### config.mk
export PLATFORM = sky130hd
export DESIGN_NAME = spl_link_if
export DESIGN_NICKNAME = d
export VERILOG_FILES = /design/src/core/spl_link_if.v /design/src/core/spl_fifo.v
export VERILOG_INCLUDE_DIRS = /design/src /design/src/core
export SDC_FILE = /design/constraint.sdc
export NUM_CORES = 2
export LEC_CHECK = 0
export BUFFER_PORTS_ARGS = -buffer_cell sky130_fd_sc_hd__buf_4
export CORE_MARGIN = 10
export CORE_UTILIZATION = 40
export DETAILED_ROUTE_END_ITERATION = 12
export PLACE_DENSITY = 0.53
export SLEW_MARGIN = 25
export SYNTH_ARGS = -nofsm -noshare
export SYNTH_HDL_FRONTEND = slang
export SYNTH_SLANG_ARGS = --single-unit
### constraint.sdc
create_clock -name pclk -period 13.2 [get_ports pclk]
set_input_delay 2.64 -clock pclk [delete_from_list [all_inputs] [get_ports pclk]]
set_output_delay 2.64 -clock pclk [all_outputs]
set_load 0.02 [all_outputs]
### src/core/spl_defines.vh
`ifndef SPL_DEFINES_VH
`define SPL_DEFINES_VH

// register byte offsets
`define SPL_OFF_PORT_CTRL 8'h00
`define SPL_OFF_INIT_DIV 8'h04
`define SPL_OFF_CREDIT 8'h08
`define SPL_OFF_STATUS 8'h0C

// port_control_reg fields
`define SPL_PC_LINK_DISABLE 0
`define SPL_PC_LINK_START 1
`define SPL_PC_AUTO_START 2
`define SPL_PC_RUN_DIV_LSB 8
`define SPL_PC_RUN_DIV_MSB 15

// reset values
`define SPL_RST_PORT_CTRL 32'h0000_0000
`define SPL_RST_INIT_DIV 8'h04

// character types between link interface and character level
`define SPL_CH_NULL 3'h0
`define SPL_CH_FCT 3'h1
`define SPL_CH_NCHAR 3'h2
`define SPL_CH_EOP 3'h3
`define SPL_CH_EEP 3'h4
`define SPL_CH_TIME 3'h5

// flow control figures
`define SPL_FIFO_DEPTH 128
`define SPL_MAX_CREDIT 56
`define SPL_FCT_MAX_OUTST 48
`define SPL_FCT_CREDITS 8

// timeouts, counted in initialization bit periods
`define SPL_INIT_BIT_NS 100
`define SPL_TMO_SHORT_NS 6400
`define SPL_TMO_LONG_NS 12800
`define SPL_TMO_SHORT_TICKS (`SPL_TMO_SHORT_NS / `SPL_INIT_BIT_NS)
`define SPL_TMO_LONG_TICKS (`SPL_TMO_LONG_NS / `SPL_INIT_BIT_NS)

`endif

### src/core/spl_link_if.v
`timescale 1ns/1ps
`include "spl_defines.vh"
module spl_link_if #(
   parameter DEPTH = `SPL_FIFO_DEPTH,
   parameter AW = 7
) (
   input wire pclk,
   input wire presetn,
   input wire psel,
   input wire penable,
   input wire pwrite,
   input wire [7:0] paddr,
   input wire [31:0] pwdata,
   output reg [31:0] prdata,
   output wire pready,
   output reg pslverr,
   input wire start_req,
   input wire txf_wvalid,
   output wire txf_wready,
   input wire [8:0] txf_wdata,
   output wire rxf_rvalid,
   input wire rxf_rready,
   output wire [8:0] rxf_rdata,
   input wire tc_req,
   input wire [7:0] tc_data,
   output reg tc_ack,
   output reg tc_rx_valid,
   output reg [7:0] tc_rx_data,
   input wire rx_char_valid,
   input wire [2:0] rx_char_type,
   input wire [7:0] rx_char_data,
   input wire rx_par_err,
   input wire rx_esc_err,
   input wire rx_disconnect,
   output wire rx_enable,
   input wire tx_char_req,
   output reg [2:0] tx_char_type,
   output reg [7:0] tx_char_data,
   output wire tx_enable,
   output reg tx_bit_en
);
   localparam ST_ERR_RESET = 3'h0;
   localparam ST_ERR_WAIT = 3'h1;
   localparam ST_READY = 3'h2;
   localparam ST_STARTED = 3'h3;
   localparam ST_CONNECTING = 3'h4;
   localparam ST_RUN = 3'h5;
   localparam [5:0] FCT_STEP = `SPL_FCT_CREDITS;
   reg [31:0] port_control_reg;
   reg [7:0] init_divisor;
   reg [2:0] state_ff;
   reg [2:0] nxt_state;
   reg [7:0] tmr_ff;
   reg [7:0] init_cnt_ff;
   reg [7:0] rate_cnt_ff;
   reg init_tick_ff;
   reg got_null_ff;
   reg [5:0] tx_credit_ff;
   reg [5:0] nxt_tx_credit;
   reg [5:0] outst_ff;
   reg [5:0] nxt_outst;
   reg credit_err;
   wire link_disable = port_control_reg[`SPL_PC_LINK_DISABLE];
   wire link_start = port_control_reg[`SPL_PC_LINK_START];
   wire auto_start = port_control_reg[`SPL_PC_AUTO_START];
   wire [7:0] run_divisor = port_control_reg[`SPL_PC_RUN_DIV_MSB:`SPL_PC_RUN_DIV_LSB];
   // switch-side fifos
   wire txf_rvalid;
   wire [8:0] txf_rdata;
   reg txf_pop;
   wire [AW:0] txf_count;
   reg rxf_push;
   reg [8:0] rxf_wdata;
   wire rxf_wready;
   wire [AW:0] rxf_count;
   spl_fifo #(.WIDTH(9), .DEPTH(DEPTH), .AW(AW)) u_txf (
      .pclk(pclk),
      .presetn(presetn),
      .wr_valid(txf_wvalid),
      .wr_ready(txf_wready),
      .wr_data(txf_wdata),
      .rd_valid(txf_rvalid),
      .rd_ready(txf_pop),
      .rd_data(txf_rdata),
      .count(txf_count)
   );
   spl_fifo #(.WIDTH(9), .DEPTH(DEPTH), .AW(AW)) u_rxf (
      .pclk(pclk),
      .presetn(presetn),
      .wr_valid(rxf_push),
      .wr_ready(rxf_wready),
      .wr_data(rxf_wdata),
      .rd_valid(rxf_rvalid),
      .rd_ready(rxf_rready),
      .rd_data(rxf_rdata),
      .count(rxf_count)
   );
   // apb slave, zero wait states
   wire apb_setup = psel & ~penable;
   wire apb_access = psel & penable;
   wire addr_ok = (paddr == `SPL_OFF_PORT_CTRL) | (paddr == `SPL_OFF_INIT_DIV) |
                  (paddr == `SPL_OFF_CREDIT) | (paddr == `SPL_OFF_STATUS);
   assign pready = 1'b1;
   always @(posedge pclk or negedge presetn) begin
      if (!presetn) begin
         port_control_reg <= `SPL_RST_PORT_CTRL;
         init_divisor <= `SPL_RST_INIT_DIV;
         prdata <= 32'h0000_0000;
         pslverr <= 1'b0;
      end else begin
         if (apb_setup) begin
            pslverr <= ~addr_ok;
            case (paddr)
               `SPL_OFF_PORT_CTRL: prdata <= {16'h0000, port_control_reg[15:8], 5'h00,
                                              port_control_reg[2:0]};
               `SPL_OFF_INIT_DIV: prdata <= {24'h00_0000, init_divisor};
               `SPL_OFF_CREDIT: prdata <= {18'h0_0000, outst_ff, 2'h0, tx_credit_ff};
               `SPL_OFF_STATUS: prdata <= {8'h00, rxf_count, txf_count, 5'h00, state_ff};
               default: prdata <= 32'h0000_0000;
            endcase
         end
         if (apb_access & pwrite) begin
            if (paddr == `SPL_OFF_PORT_CTRL) begin
               port_control_reg <= {16'h0000, pwdata[15:8], 5'h00, pwdata[2:0]};
            end
            if (paddr == `SPL_OFF_INIT_DIV) begin
               init_divisor <= pwdata[7:0];
            end
         end
      end
   end
   // rate dividers
   // the timeout tick always uses init_divisor so the run rate never bends the timeouts
   wire [7:0] cur_div = (state_ff == ST_RUN) ? run_divisor : init_divisor;
   always @(posedge pclk or negedge presetn) begin
      if (!presetn) begin
         init_cnt_ff <= 8'h00;
         init_tick_ff <= 1'b0;
         rate_cnt_ff <= 8'h00;
         tx_bit_en <= 1'b0;
      end else begin
         init_tick_ff <= (init_cnt_ff >= init_divisor);
         init_cnt_ff <= (init_cnt_ff >= init_divisor) ? 8'h00 : init_cnt_ff + 8'h01;
         tx_bit_en <= (rate_cnt_ff >= cur_div);
         rate_cnt_ff <= (rate_cnt_ff >= cur_div) ? 8'h00 : rate_cnt_ff + 8'h01;
      end
   end
   // receive side
   // characters arrive already decoded, one per pclk at most, so any line rate the
   // character level can deliver is absorbed here
   assign rx_enable = (state_ff != ST_ERR_RESET);
   wire rx_take = rx_char_valid & rx_enable;
   wire rx_null = rx_take & (rx_char_type == `SPL_CH_NULL);
   wire rx_live = rx_take & got_null_ff & (rx_char_type != `SPL_CH_NULL);
   wire rx_fct = rx_live & (rx_char_type == `SPL_CH_FCT);
   wire rx_nchar = rx_live & ((rx_char_type == `SPL_CH_NCHAR) |
                  (rx_char_type == `SPL_CH_EOP) | (rx_char_type == `SPL_CH_EEP));
   wire rx_time = rx_live & (rx_char_type == `SPL_CH_TIME);
   wire rx_err = rx_enable & (rx_par_err | rx_esc_err | rx_disconnect | credit_err);
   always @* begin
      rxf_push = rx_nchar & (state_ff == ST_RUN);
      rxf_wdata = {1'b0, rx_char_data};
      if (rx_char_type == `SPL_CH_EOP) begin
         rxf_wdata = 9'h100;
      end else if (rx_char_type == `SPL_CH_EEP) begin
         rxf_wdata = 9'h101;
      end
   end

   always @(posedge pclk or negedge presetn) begin
      if (!presetn) begin
         got_null_ff <= 1'b0;
         tc_rx_valid <= 1'b0;
         tc_rx_data <= 8'h00;
      end else begin
         tc_rx_valid <= rx_time & (state_ff == ST_RUN);
         if (rx_time) begin
            tc_rx_data <= rx_char_data;
         end
         if (state_ff == ST_ERR_RESET) begin
            got_null_ff <= 1'b0;
         end else if (rx_null) begin
            got_null_ff <= 1'b1;
         end
      end
   end
   // character selection
   wire [AW:0] rx_free = DEPTH[AW:0] - rxf_count;
   wire fct_ok = (outst_ff <= `SPL_FCT_MAX_OUTST) &&
                 ({{(AW-5){1'b0}}, outst_ff} + `SPL_FCT_CREDITS <= rx_free);
   wire tx_conn_run = (state_ff == ST_CONNECTING) | (state_ff == ST_RUN);
   assign tx_enable = (state_ff == ST_STARTED) | tx_conn_run;
   reg sel_fct;
   reg sel_nchar;
   reg sel_time;
   always @* begin
      sel_time = 1'b0;
      sel_fct = 1'b0;
      sel_nchar = 1'b0;
      if (tx_char_req & tx_enable) begin
         if ((state_ff == ST_RUN) & tc_req & ~tc_ack) begin
            sel_time = 1'b1;
         end else if (tx_conn_run & fct_ok) begin
            sel_fct = 1'b1;
         end else if ((state_ff == ST_RUN) & txf_rvalid & (tx_credit_ff != 6'h00)) begin
            sel_nchar = 1'b1;
         end
      end
      txf_pop = sel_nchar;
   end

   always @(posedge pclk or negedge presetn) begin
      if (!presetn) begin
         tx_char_type <= `SPL_CH_NULL;
         tx_char_data <= 8'h00;
         tc_ack <= 1'b0;
      end else begin
         tc_ack <= sel_time;
         if (tx_char_req) begin
            tx_char_data <= 8'h00;
            if (sel_time) begin
               tx_char_type <= `SPL_CH_TIME;
               tx_char_data <= tc_data;
            end else if (sel_fct) begin
               tx_char_type <= `SPL_CH_FCT;
            end else if (sel_nchar) begin
               if (!txf_rdata[8]) begin
                  tx_char_type <= `SPL_CH_NCHAR;
                  tx_char_data <= txf_rdata[7:0];
               end else if (txf_rdata[0]) begin
                  tx_char_type <= `SPL_CH_EEP;
               end else begin
                  tx_char_type <= `SPL_CH_EOP;
               end
            end else begin
               tx_char_type <= `SPL_CH_NULL;
            end
         end
      end
   end
   // credit counters
   always @* begin
      nxt_tx_credit = tx_credit_ff;
      nxt_outst = outst_ff;
      credit_err = 1'b0;
      if (rx_fct) begin
         if (tx_credit_ff > `SPL_MAX_CREDIT - `SPL_FCT_CREDITS) begin
            credit_err = 1'b1;
         end else begin
            nxt_tx_credit = tx_credit_ff + FCT_STEP;
         end
      end
      if (sel_nchar) begin
         nxt_tx_credit = nxt_tx_credit - 6'h01;
      end
      if (sel_fct) begin
         nxt_outst = outst_ff + FCT_STEP;
      end
      if (rx_nchar) begin
         if (outst_ff == 6'h00) begin
            credit_err = 1'b1;
         end else begin
            nxt_outst = nxt_outst - 6'h01;
         end
      end
   end

   always @(posedge pclk or negedge presetn) begin
      if (!presetn) begin
         tx_credit_ff <= 6'h00;
         outst_ff <= 6'h00;
      end else if (state_ff == ST_ERR_RESET) begin
         tx_credit_ff <= 6'h00;
         outst_ff <= 6'h00;
      end else begin
         tx_credit_ff <= nxt_tx_credit;
         outst_ff <= nxt_outst;
      end
   end
   // exchange-level state machine
   wire tmo_short = (tmr_ff >= `SPL_TMO_SHORT_TICKS);
   wire tmo_long = (tmr_ff >= `SPL_TMO_LONG_TICKS);
   wire start_ok = ~link_disable & (link_start | start_req | (auto_start & got_null_ff));
   // an fct, data or time-code character before connecting means the far end is out of step
   wire early_char = rx_fct | rx_nchar | rx_time;
   always @* begin
      nxt_state = state_ff;
      case (state_ff)
         ST_ERR_RESET: begin
            if (tmo_short) begin
               nxt_state = ST_ERR_WAIT;
            end
         end
         ST_ERR_WAIT: begin
            if (rx_err | early_char) begin
               nxt_state = ST_ERR_RESET;
            end else if (tmo_long) begin
               nxt_state = ST_READY;
            end
         end
         ST_READY: begin
            if (rx_err | early_char) begin
               nxt_state = ST_ERR_RESET;
            end else if (start_ok) begin
               nxt_state = ST_STARTED;
            end
         end
         ST_STARTED: begin
            if (rx_err | early_char | tmo_long | link_disable) begin
               nxt_state = ST_ERR_RESET;
            end else if (got_null_ff) begin
               nxt_state = ST_CONNECTING;
            end
         end
         ST_CONNECTING: begin
            if (rx_err | rx_nchar | rx_time | tmo_long | link_disable) begin
               nxt_state = ST_ERR_RESET;
            end else if (rx_fct) begin
               nxt_state = ST_RUN;
            end
         end
         ST_RUN: begin
            if (rx_err | link_disable) begin
               nxt_state = ST_ERR_RESET;
            end
         end
         default: nxt_state = ST_ERR_RESET;
      endcase
   end
   always @(posedge pclk or negedge presetn) begin
      if (!presetn) begin
         state_ff <= ST_ERR_RESET;
         tmr_ff <= 8'h00;
      end else begin
         state_ff <= nxt_state;
         // timer restarts on every state entry and counts init-rate bit periods
         if (nxt_state != state_ff) begin
            tmr_ff <= 8'h00;
         end else if (init_tick_ff && (tmr_ff != 8'hFF)) begin
            tmr_ff <= tmr_ff + 8'h01;
         end
      end
   end
endmodule // spl_link_if

### src/core/spl_fifo.v
`timescale 1ns/1ps
module spl_fifo #(
   parameter WIDTH = 9,
   parameter DEPTH = 128,
   parameter AW = 7
) (
   input wire pclk,
   input wire presetn,
   input wire wr_valid,
   output wire wr_ready,
   input wire [WIDTH-1:0] wr_data,
   output wire rd_valid,
   input wire rd_ready,
   output wire [WIDTH-1:0] rd_data,
   output wire [AW:0] count
);
   reg [WIDTH-1:0] mem [0:DEPTH-1];
   reg [AW-1:0] wptr_ff;
   reg [AW-1:0] rptr_ff;
   reg [AW:0] cnt_ff;
   wire do_wr;
   wire do_rd;

   assign wr_ready = (cnt_ff != DEPTH[AW:0]);
   assign rd_valid = (cnt_ff != {(AW+1){1'b0}});
   assign rd_data = mem[rptr_ff];
   assign count = cnt_ff;
   assign do_wr = wr_valid & wr_ready;
   assign do_rd = rd_valid & rd_ready;

   always @(posedge pclk) begin
      if (do_wr) begin
         mem[wptr_ff] <= wr_data;
      end
   end

   always @(posedge pclk or negedge presetn) begin
      if (!presetn) begin
         wptr_ff <= {AW{1'b0}};
         rptr_ff <= {AW{1'b0}};
         cnt_ff <= {(AW+1){1'b0}};
      end else begin
         if (do_wr) begin
            wptr_ff <= wptr_ff + 1'b1;
         end
         if (do_rd) begin
            rptr_ff <= rptr_ff + 1'b1;
         end
         if (do_wr & ~do_rd) begin
            cnt_ff <= cnt_ff + 1'b1;
         end else if (do_rd & ~do_wr) begin
            cnt_ff <= cnt_ff - 1'b1;
         end
      end
   end
endmodule // spl_fifo

# Yosys cells after proc, flatten, opt, wreduce, memory -nomap -nowiden
# Memory sizes are Yosys's and may differ from the RTL's.
# Cells that the tools add are included.
totals:
  latchBits: 0
  register_bits: 159
  out_inout_bits: 69
  mem_bits_rw: 2304
  mem_count: 2
  rom_bits: 0
  wordCells: 202
mem_list:
  columns: ["name", "depth", "word_bits", "rd", "rd_clocked_by_memory_dff", "write_ports", "line", "rtl"]
  rows:
  - ["u_rxf.mem", 128, 9, 1, 0, 1, "spl_fifo.v:17", "reg [WIDTH-1:0] mem [0:DEPTH-1];"]
  - ["u_txf.mem", 128, 9, 1, 0, 1, "spl_fifo.v:17", null]
classes:
  n_bitwise: 59
  n_div: 0
  shift: 0
  n_lt_le_gt_ge: 7
  eq_ne: 17
  n_reduce_logical: 17
  n_mux: 59
  mul: 0
  addsub: 17
ops:
  columns: ["operator", "count"]
  rows:
  - ["$mux 8", 13]
  - ["$pmux 24 s4", 1]
  - ["$mux 6", 8]
  - ["$mux 3", 15]
  - ["$add 8x1->8 const B", 5]
  - ["$and 1x1->1", 29]
  - ["$add 7x1->7 const B", 4]
  - ["$ne 8x8->1 const B", 3]
  - ["$or 1x1->1", 22]
  - ["$mux 1", 19]
  - ["$mux 9", 2]
  - ["$pmux 3 s6", 1]
  - ["$eq 8x4->1 const B", 2]
  - ["$ge 8x8->1", 2]
  - ["$reduce_bool 8->1", 2]
  - ["$sub 8x1->8 const B", 2]
  - ["$add 6x4->6 const B", 2]
  - ["$eq 3x2->1 const B", 4]
  - ["$eq 3x3->1 const B", 4]
  - ["$sub 6x1->6 const B", 2]
  - ["$eq 8x3->1 const B", 1]
  - ["$ge 8x7->1 const B", 1]
  - ["$ge 8x8->1 const B", 1]
  - ["$le 7x8->1", 1]
  - ["other kinds (15)", 30]

# Depth between registers and ports, before layout
logic_depth:
  depth_word: 18
  ltp_mapped: 22

# Hierarchy
# Synthesis repeated with hierarchy kept, for this count alone.
hier_totals:
  cells_unflattened: 5170
  area_unflattened_um2: 97921.4
by_module_without_submodules:
  columns: ["module", "area_per_inst_um2", "seq_area_each_um2", "instances", "cells_each"]
  rows:
  - ["spl_fifo (u_rxf)", 45965.3, 35143.7, 1, 2307]
  - ["spl_fifo (u_txf)", 45867.7, 35143.7, 1, 2257]
  - ["spl_link_if", 6088.3, 2678.8, 1, 606]

# Worst setup path after synthesis
# Ideal clock, no wire load.
synth_timing:
  path_kind: "input port to flip-flop"
  start: "in rx_char_type[2]"
  end: "mem u_rxf.mem[0][0] (data pin)"
  t_arrival_ns: 8.007
  slack_ns: 3.996
  path_buffers: 1
  stages: 4
  required_time_ns: 12.003
  cell_sequence: "buf_2 > nor2b_1 > nor2_1 > o21ai_0"
synth_via:
  elab_chain_cells: 3
synth_lines:
  columns: ["element", "line", "rtl"]
  rows:
  - ["from (decl)", "spl_link_if.v:30", "input wire [2:0] rx_char_type,"]
  - ["$eq 3x3->1 (no line)", null, null]
  - ["$mux 9", "spl_link_if.v:165", "end else if (rx_char_type == `SPL_CH_EEP) begin"]
  - ["$mux 9 *", "spl_link_if.v:163", "if (rx_char_type == `SPL_CH_EOP) begin"]
  - ["via rxf_wdata[0]", "spl_link_if.v:73", "reg [8:0] rxf_wdata;"]
  - ["to (decl)", "spl_fifo.v:17", null]
# The timed path passes the listed nets; every way through them passes the cells marked *.

# Final worst setup path
layout_timing:
  start: "reg u_rxf.rptr_ff[0]"
  end: "out rxf_rdata[3]"
layout_via:
  elab_chain_cells: 1
layout_lines:
  columns: ["element", "line", "rtl"]
  rows:
  - ["from (decl)", "spl_fifo.v:19", "reg [AW-1:0] rptr_ff;"]
  - ["from (signal assigned)", "spl_fifo.v:40", "rptr_ff <= {AW{1'b0}};"]
  - ["from (signal assigned)", "spl_fifo.v:47", "rptr_ff <= rptr_ff + 1'b1;"]
  - ["$mem_v2 128x9", null, null]
  - ["to (decl)", "spl_link_if.v:23", "output wire [8:0] rxf_rdata,"]
# No other way between the ends.

==> results by stage <==
Setup path:
- The logic depth of the worst register-to-register path is 22.
- The kind of end point of the critical path is an output pin.
- The setup check on the worst reg-to-reg path leaves a slack of about 7.6 ns.
- The endpoint of the worst register-to-register path is u_txf.count[7].
- The maximum fanout count along the critical path is 42.
- STA puts the critical path data arrival time at 5.59 ns.
- The startpoint identified for the worst register-to-register timing path is u_rxf.count[4].
- The worst setup path is of the register to output pin kind.
- The kind of launch point of the worst setup path is a register.
- The critical path required time is ~11 ns.
- The most critical setup path has its startpoint at u_rxf.rptr_ff[0].

Clocking:
- Once the clock tree was built, the setup fixing pass inserted 0 buffers.
- For this design, the CTS-stage hold fixing added 0 buffers.
- The number of sinks driven by the clock tree is around 2,500.
- The clock latency on the worst-skew pair is 0.90 ns.
- In this run the number of H-tree levels came out at 5.
- The library cell used as clock root buffer is sky130_fd_sc_hd__clkbuf_16.
- The number of buffers created by CTS is about 280.
- The clock-pin slew of the registers on the worst-case setup and hold paths is 0.06 ns.
- TritonCTS built the clock tree.
- After clock tree synthesis, the repair step resized 0 gates.
- The longest clock path from root to sink contains 4 buffers.

Routing:
- Dividing the detail-routed via count by the number of cells gives 5.648.
- The number of nets with antenna violations after detailed routing is 0.
- The detailed-routing iteration count for the pre-antenna-repair pass is 5.
- The highest signal layer in the routed design is met5.
- Summed over all layers, the routed wires come to ~240 mm.
- After detailed routing, the wire length on met1 is 105.8 mm.
- Wire segments on met2 add up to roughly 120 mm in the final route.
- The routed layout has 46,730 vias.
- The first-iteration detailed-routing DRC count is ~4,500.
- The detailed-route wire length per cell is about 29 um.
- The met3 wirelength from detailed routing is approximately 13 mm.
- After detailed routing, the number of remaining DRC violations is 0.

Global route:
- Entering global routing, the biggest net connects about 110 pins.
- The residual overflow from global routing is 0.
- For this run, the total global-route usage over all layers was measured as between 10% and 20%.
- The initial antenna violation count is 7.
- The via count of the first global-routing pass is between 40,000 and 50,000.
- The first-pass GRT wire length is 352.1 mm.

Cells and area:
- From synthesis to final layout, the design area changed by 13.64%.
- At the end of the flow, the number of nets in the layout was 5,034.
- In the final layout, the registers with the most flip-flops are u_rxf.mem (1152), u_txf.mem (1152), prdata (24).
- The core utilization of the finished layout is between 40% and 50%.
- The fraction of final layout cells sized beyond drive strength 1 is approximately a quarter.

Synth:
- The cell type contributing the most total cell area after synthesis is sky130_fd_sc_hd__edfxtp_1.
- The number of enable flip-flop cells after synthesis is approximately 2,300.
- By area the synthesized netlist is led by sky130_fd_sc_hd__edfxtp_1 71%, sky130_fd_sc_hd__mux4_2 15%, sky130_fd_sc_hd__dfrtp_1 3.9%, sky130_fd_sc_hd__nor2_1 1.2%, sky130_fd_sc_hd__mux2i_1 1.1%.
- The cell area after technology mapping is 0.09711 mm^2.
- The total number of yosys warnings is 0.
- Of the post-synthesis cell area, the dominant cell type holds a little under three quarters.
- The most repeated cell in the gate-level netlist after synthesis is sky130_fd_sc_hd__edfxtp_1.
- The mean cell area of the mapped netlist is roughly 21 um^2.
- Summing the sequential cell areas from Yosys gives about 75% of the chip area.
- In this run, synthesis produced a sequential element count of 2,455.
- The dominant synthesized flop cell is sky130_fd_sc_hd__edfxtp_1.
- The cell count after synthesis is ~4,700.
- The count of unique library cells instantiated by Yosys is 75.
- By count the netlist is led by 2,304 x sky130_fd_sc_hd__edfxtp_1, 654 x sky130_fd_sc_hd__mux4_2, 314 x sky130_fd_sc_hd__nor2_1, 157 x sky130_fd_sc_hd__clkbuf_1, 150 x sky130_fd_sc_hd__dfrtp_1.
- For this run, asynchronously set or reset flops after synthesis account for a little over 6%.

Timing:
- The final critical-path required period is 8.231 ns.
- The final critical-path share of the clock period is a little over 60%.
- Setup repair after global routing left no endpoint under its margin.
- The final worst clock skew is 0.06032 ns.
- The final number of hold-violating endpoints is 0.
- The count of pins over their slew limit is 0.
- Headroom to the max-slew limit came out at 27.95%.
- Timing would allow up to around 120 MHz.
- Setup violations remaining at the end of the flow were counted as 0.
- Summed over all failing endpoints, the final setup total negative slack is 0 ns.
- The slew at the pin with the worst max-slew slack is ~1.1 ns.

Die:
- The initialized floorplan defines 180 standard-cell rows.
- For this configuration, the core starts out at a cell density of between 40% and 50%.
- The placeable core area is between 0.2 and 0.25 mm^2.
- ~150 I/O pins were placed.
- The die covers between 0.2 and 0.3 mm^2.
- The height of the chip is 512.7 um.
- The floorplan step set the die width to 512.7 um.

Placement:
- The final weighted congestion of routability-driven global placement is around 0.8.
- Detailed placement ended at an HPWL of 145.1 mm.
- Buffers placed on the I/O ports in this run total 125.

Pwr:
- The analysis attributes to cell leakage a power of about 34 nW.
- Power spread over the standard cell area amounts to 146.1 mW/mm^2.
- VDD sags by at most 0.1074 mV.

Min path:
- The path type of the worst min-delay path is register to register.
- The worst hold path begins at prdata[15].
- The number of instances on the worst hold path is 2.
- The path with the worst hold slack has its endpoint at prdata[15].

Job:
- Max-cap violations in this run came to 0.

Run status:
- The flow ran to the end, and the final reports show no timing, DRC or antenna violations.
==> how the worst max path moves through the flow <==
stage          cells after the start         endpoint
4_1_cts                            7     rxf_rdata[3]
2_1_floorplan                      4  u_rxf.mem[0][0]
3_5_place_dp                       7     rxf_rdata[3]
5_1_grt                            7     rxf_rdata[3]
3_3_place_gp                       7     rxf_rdata[3]
6_report                           7     rxf_rdata[3]
==> critical path, cell delays in order, from the launching register on <==
cell and delay, ns:
sky130_fd_sc_hd__dfrtp_4 0.92, sky130_fd_sc_hd__buf_4 0.64, sky130_fd_sc_hd__buf_4 0.78, sky130_fd_sc_hd__mux4_2 0.64, sky130_fd_sc_hd__mux4_2 0.55, sky130_fd_sc_hd__mux4_2 0.56, sky130_fd_sc_hd__mux2_2 0.34, sky130_fd_sc_hd__buf_4 0.17
==> layer usage <==
| layer | track usage, % | vias up |
|---|---|---|
| li1 | - | 19790 |
| met1 | 25.83 | 25150 |
| met2 | 28.66 | 1378 |
| met3 | 3.012 | 402 |
| met4 | 4.747 | 4 |
| met5 | 0 | - |
==> layout by cell type, fill, tap and decap left out, drive strengths merged, types with 6 or more instances in the layout <==
cell	synthesis	layout
a221oi	8	8
a22o	18	18
dfrtp	150	150
a2111oi	8	8
o221ai	18	18
and2	18	18
nand3b	12	12
clkinv	0	81
nor4	7	7
clkbuf	157	375
a22oi	49	49
xnor2	37	37
mux2	46	46
edfxtp	2304	2304
or4	6	6
o31ai	9	9
bufinv	0	13
mux2i	105	105
o22ai	23	23
nand2	115	115
mux4	654	654
o21ai	41	41
inv	49	51
nand3	48	48
nor3	28	28
nor2	314	314
xor2	32	32
conb	2	9
ha	51	51
a21oi	50	50
a211oi	37	37
a21o	19	19
nor2b	25	25
nand2b	12	12
nand4	9	9
o21a	6	6
and3	14	14
buf	100	210
==> per-stage QoR <==
step / setup slack, ns / hold slack, ns / area, um^2 / instances / power (W)
floorplan: 3.996 / 0.4591 / 97140 / 4661 / 0.008846
global placement: 5.666 / 0.4686 / 101700 / 7798 / 0.008994
finish: 4.969 / 0.4805 / 110400 / 8274 / 0.01613
CTS: 4.686 / 0.4842 / 110200 / 8269 / 0.01629
detailed placement: 5.670 / 0.4717 / 101800 / 7798 / 0.009007
global route: 4.557 / 0.5208 / 110400 / 8272 / 0.01662
==> final cells by class <==
cell class / count / area [um^2]
fillers: 20300 / 130600
multi-input cells: 1900 / 23050
well taps: 3185 / 3985
repair buffers: 211 / 1715
clock inverters: 97 / 824.5
inverters: 49 / 187.7
clock buffers: 374 / 7601
diodes: 3 / 7.507
flip-flops and latches: 2455 / 72990
==> power by group <==
| part | leakage, nW | total (W) | internal, W | switching, W |
|---|---|---|---|---|
| logic | 7.23 | 0.000274 | 0.0000561 | 0.000218 |
| clock network | 4.12 | 0.00728 | 0.00428 | 0.00301 |
| registers | 22.2 | 0.00857 | 0.00855 | 0.0000158 |
| total | 33.5 | 0.0161 | 0.0129 | 0.00324 |
==> cell families after synthesis <==
family | after synthesis | share of synthesized area [%]
XOR/XNOR | 69 | 0.6223
AO/OA/AOI/OAI | 335 | 2.491
flip-flops | 2455 | 75.14
multiplexers | 805 | 16.78
other | 2 | 0.007733
AND/OR/NAND/NOR | 629 | 2.905
buffers and inverters | 306 | 1.355
adder cells (fa/ha/maj) | 53 | 0.6983
(Power assumes the default switching activity.)
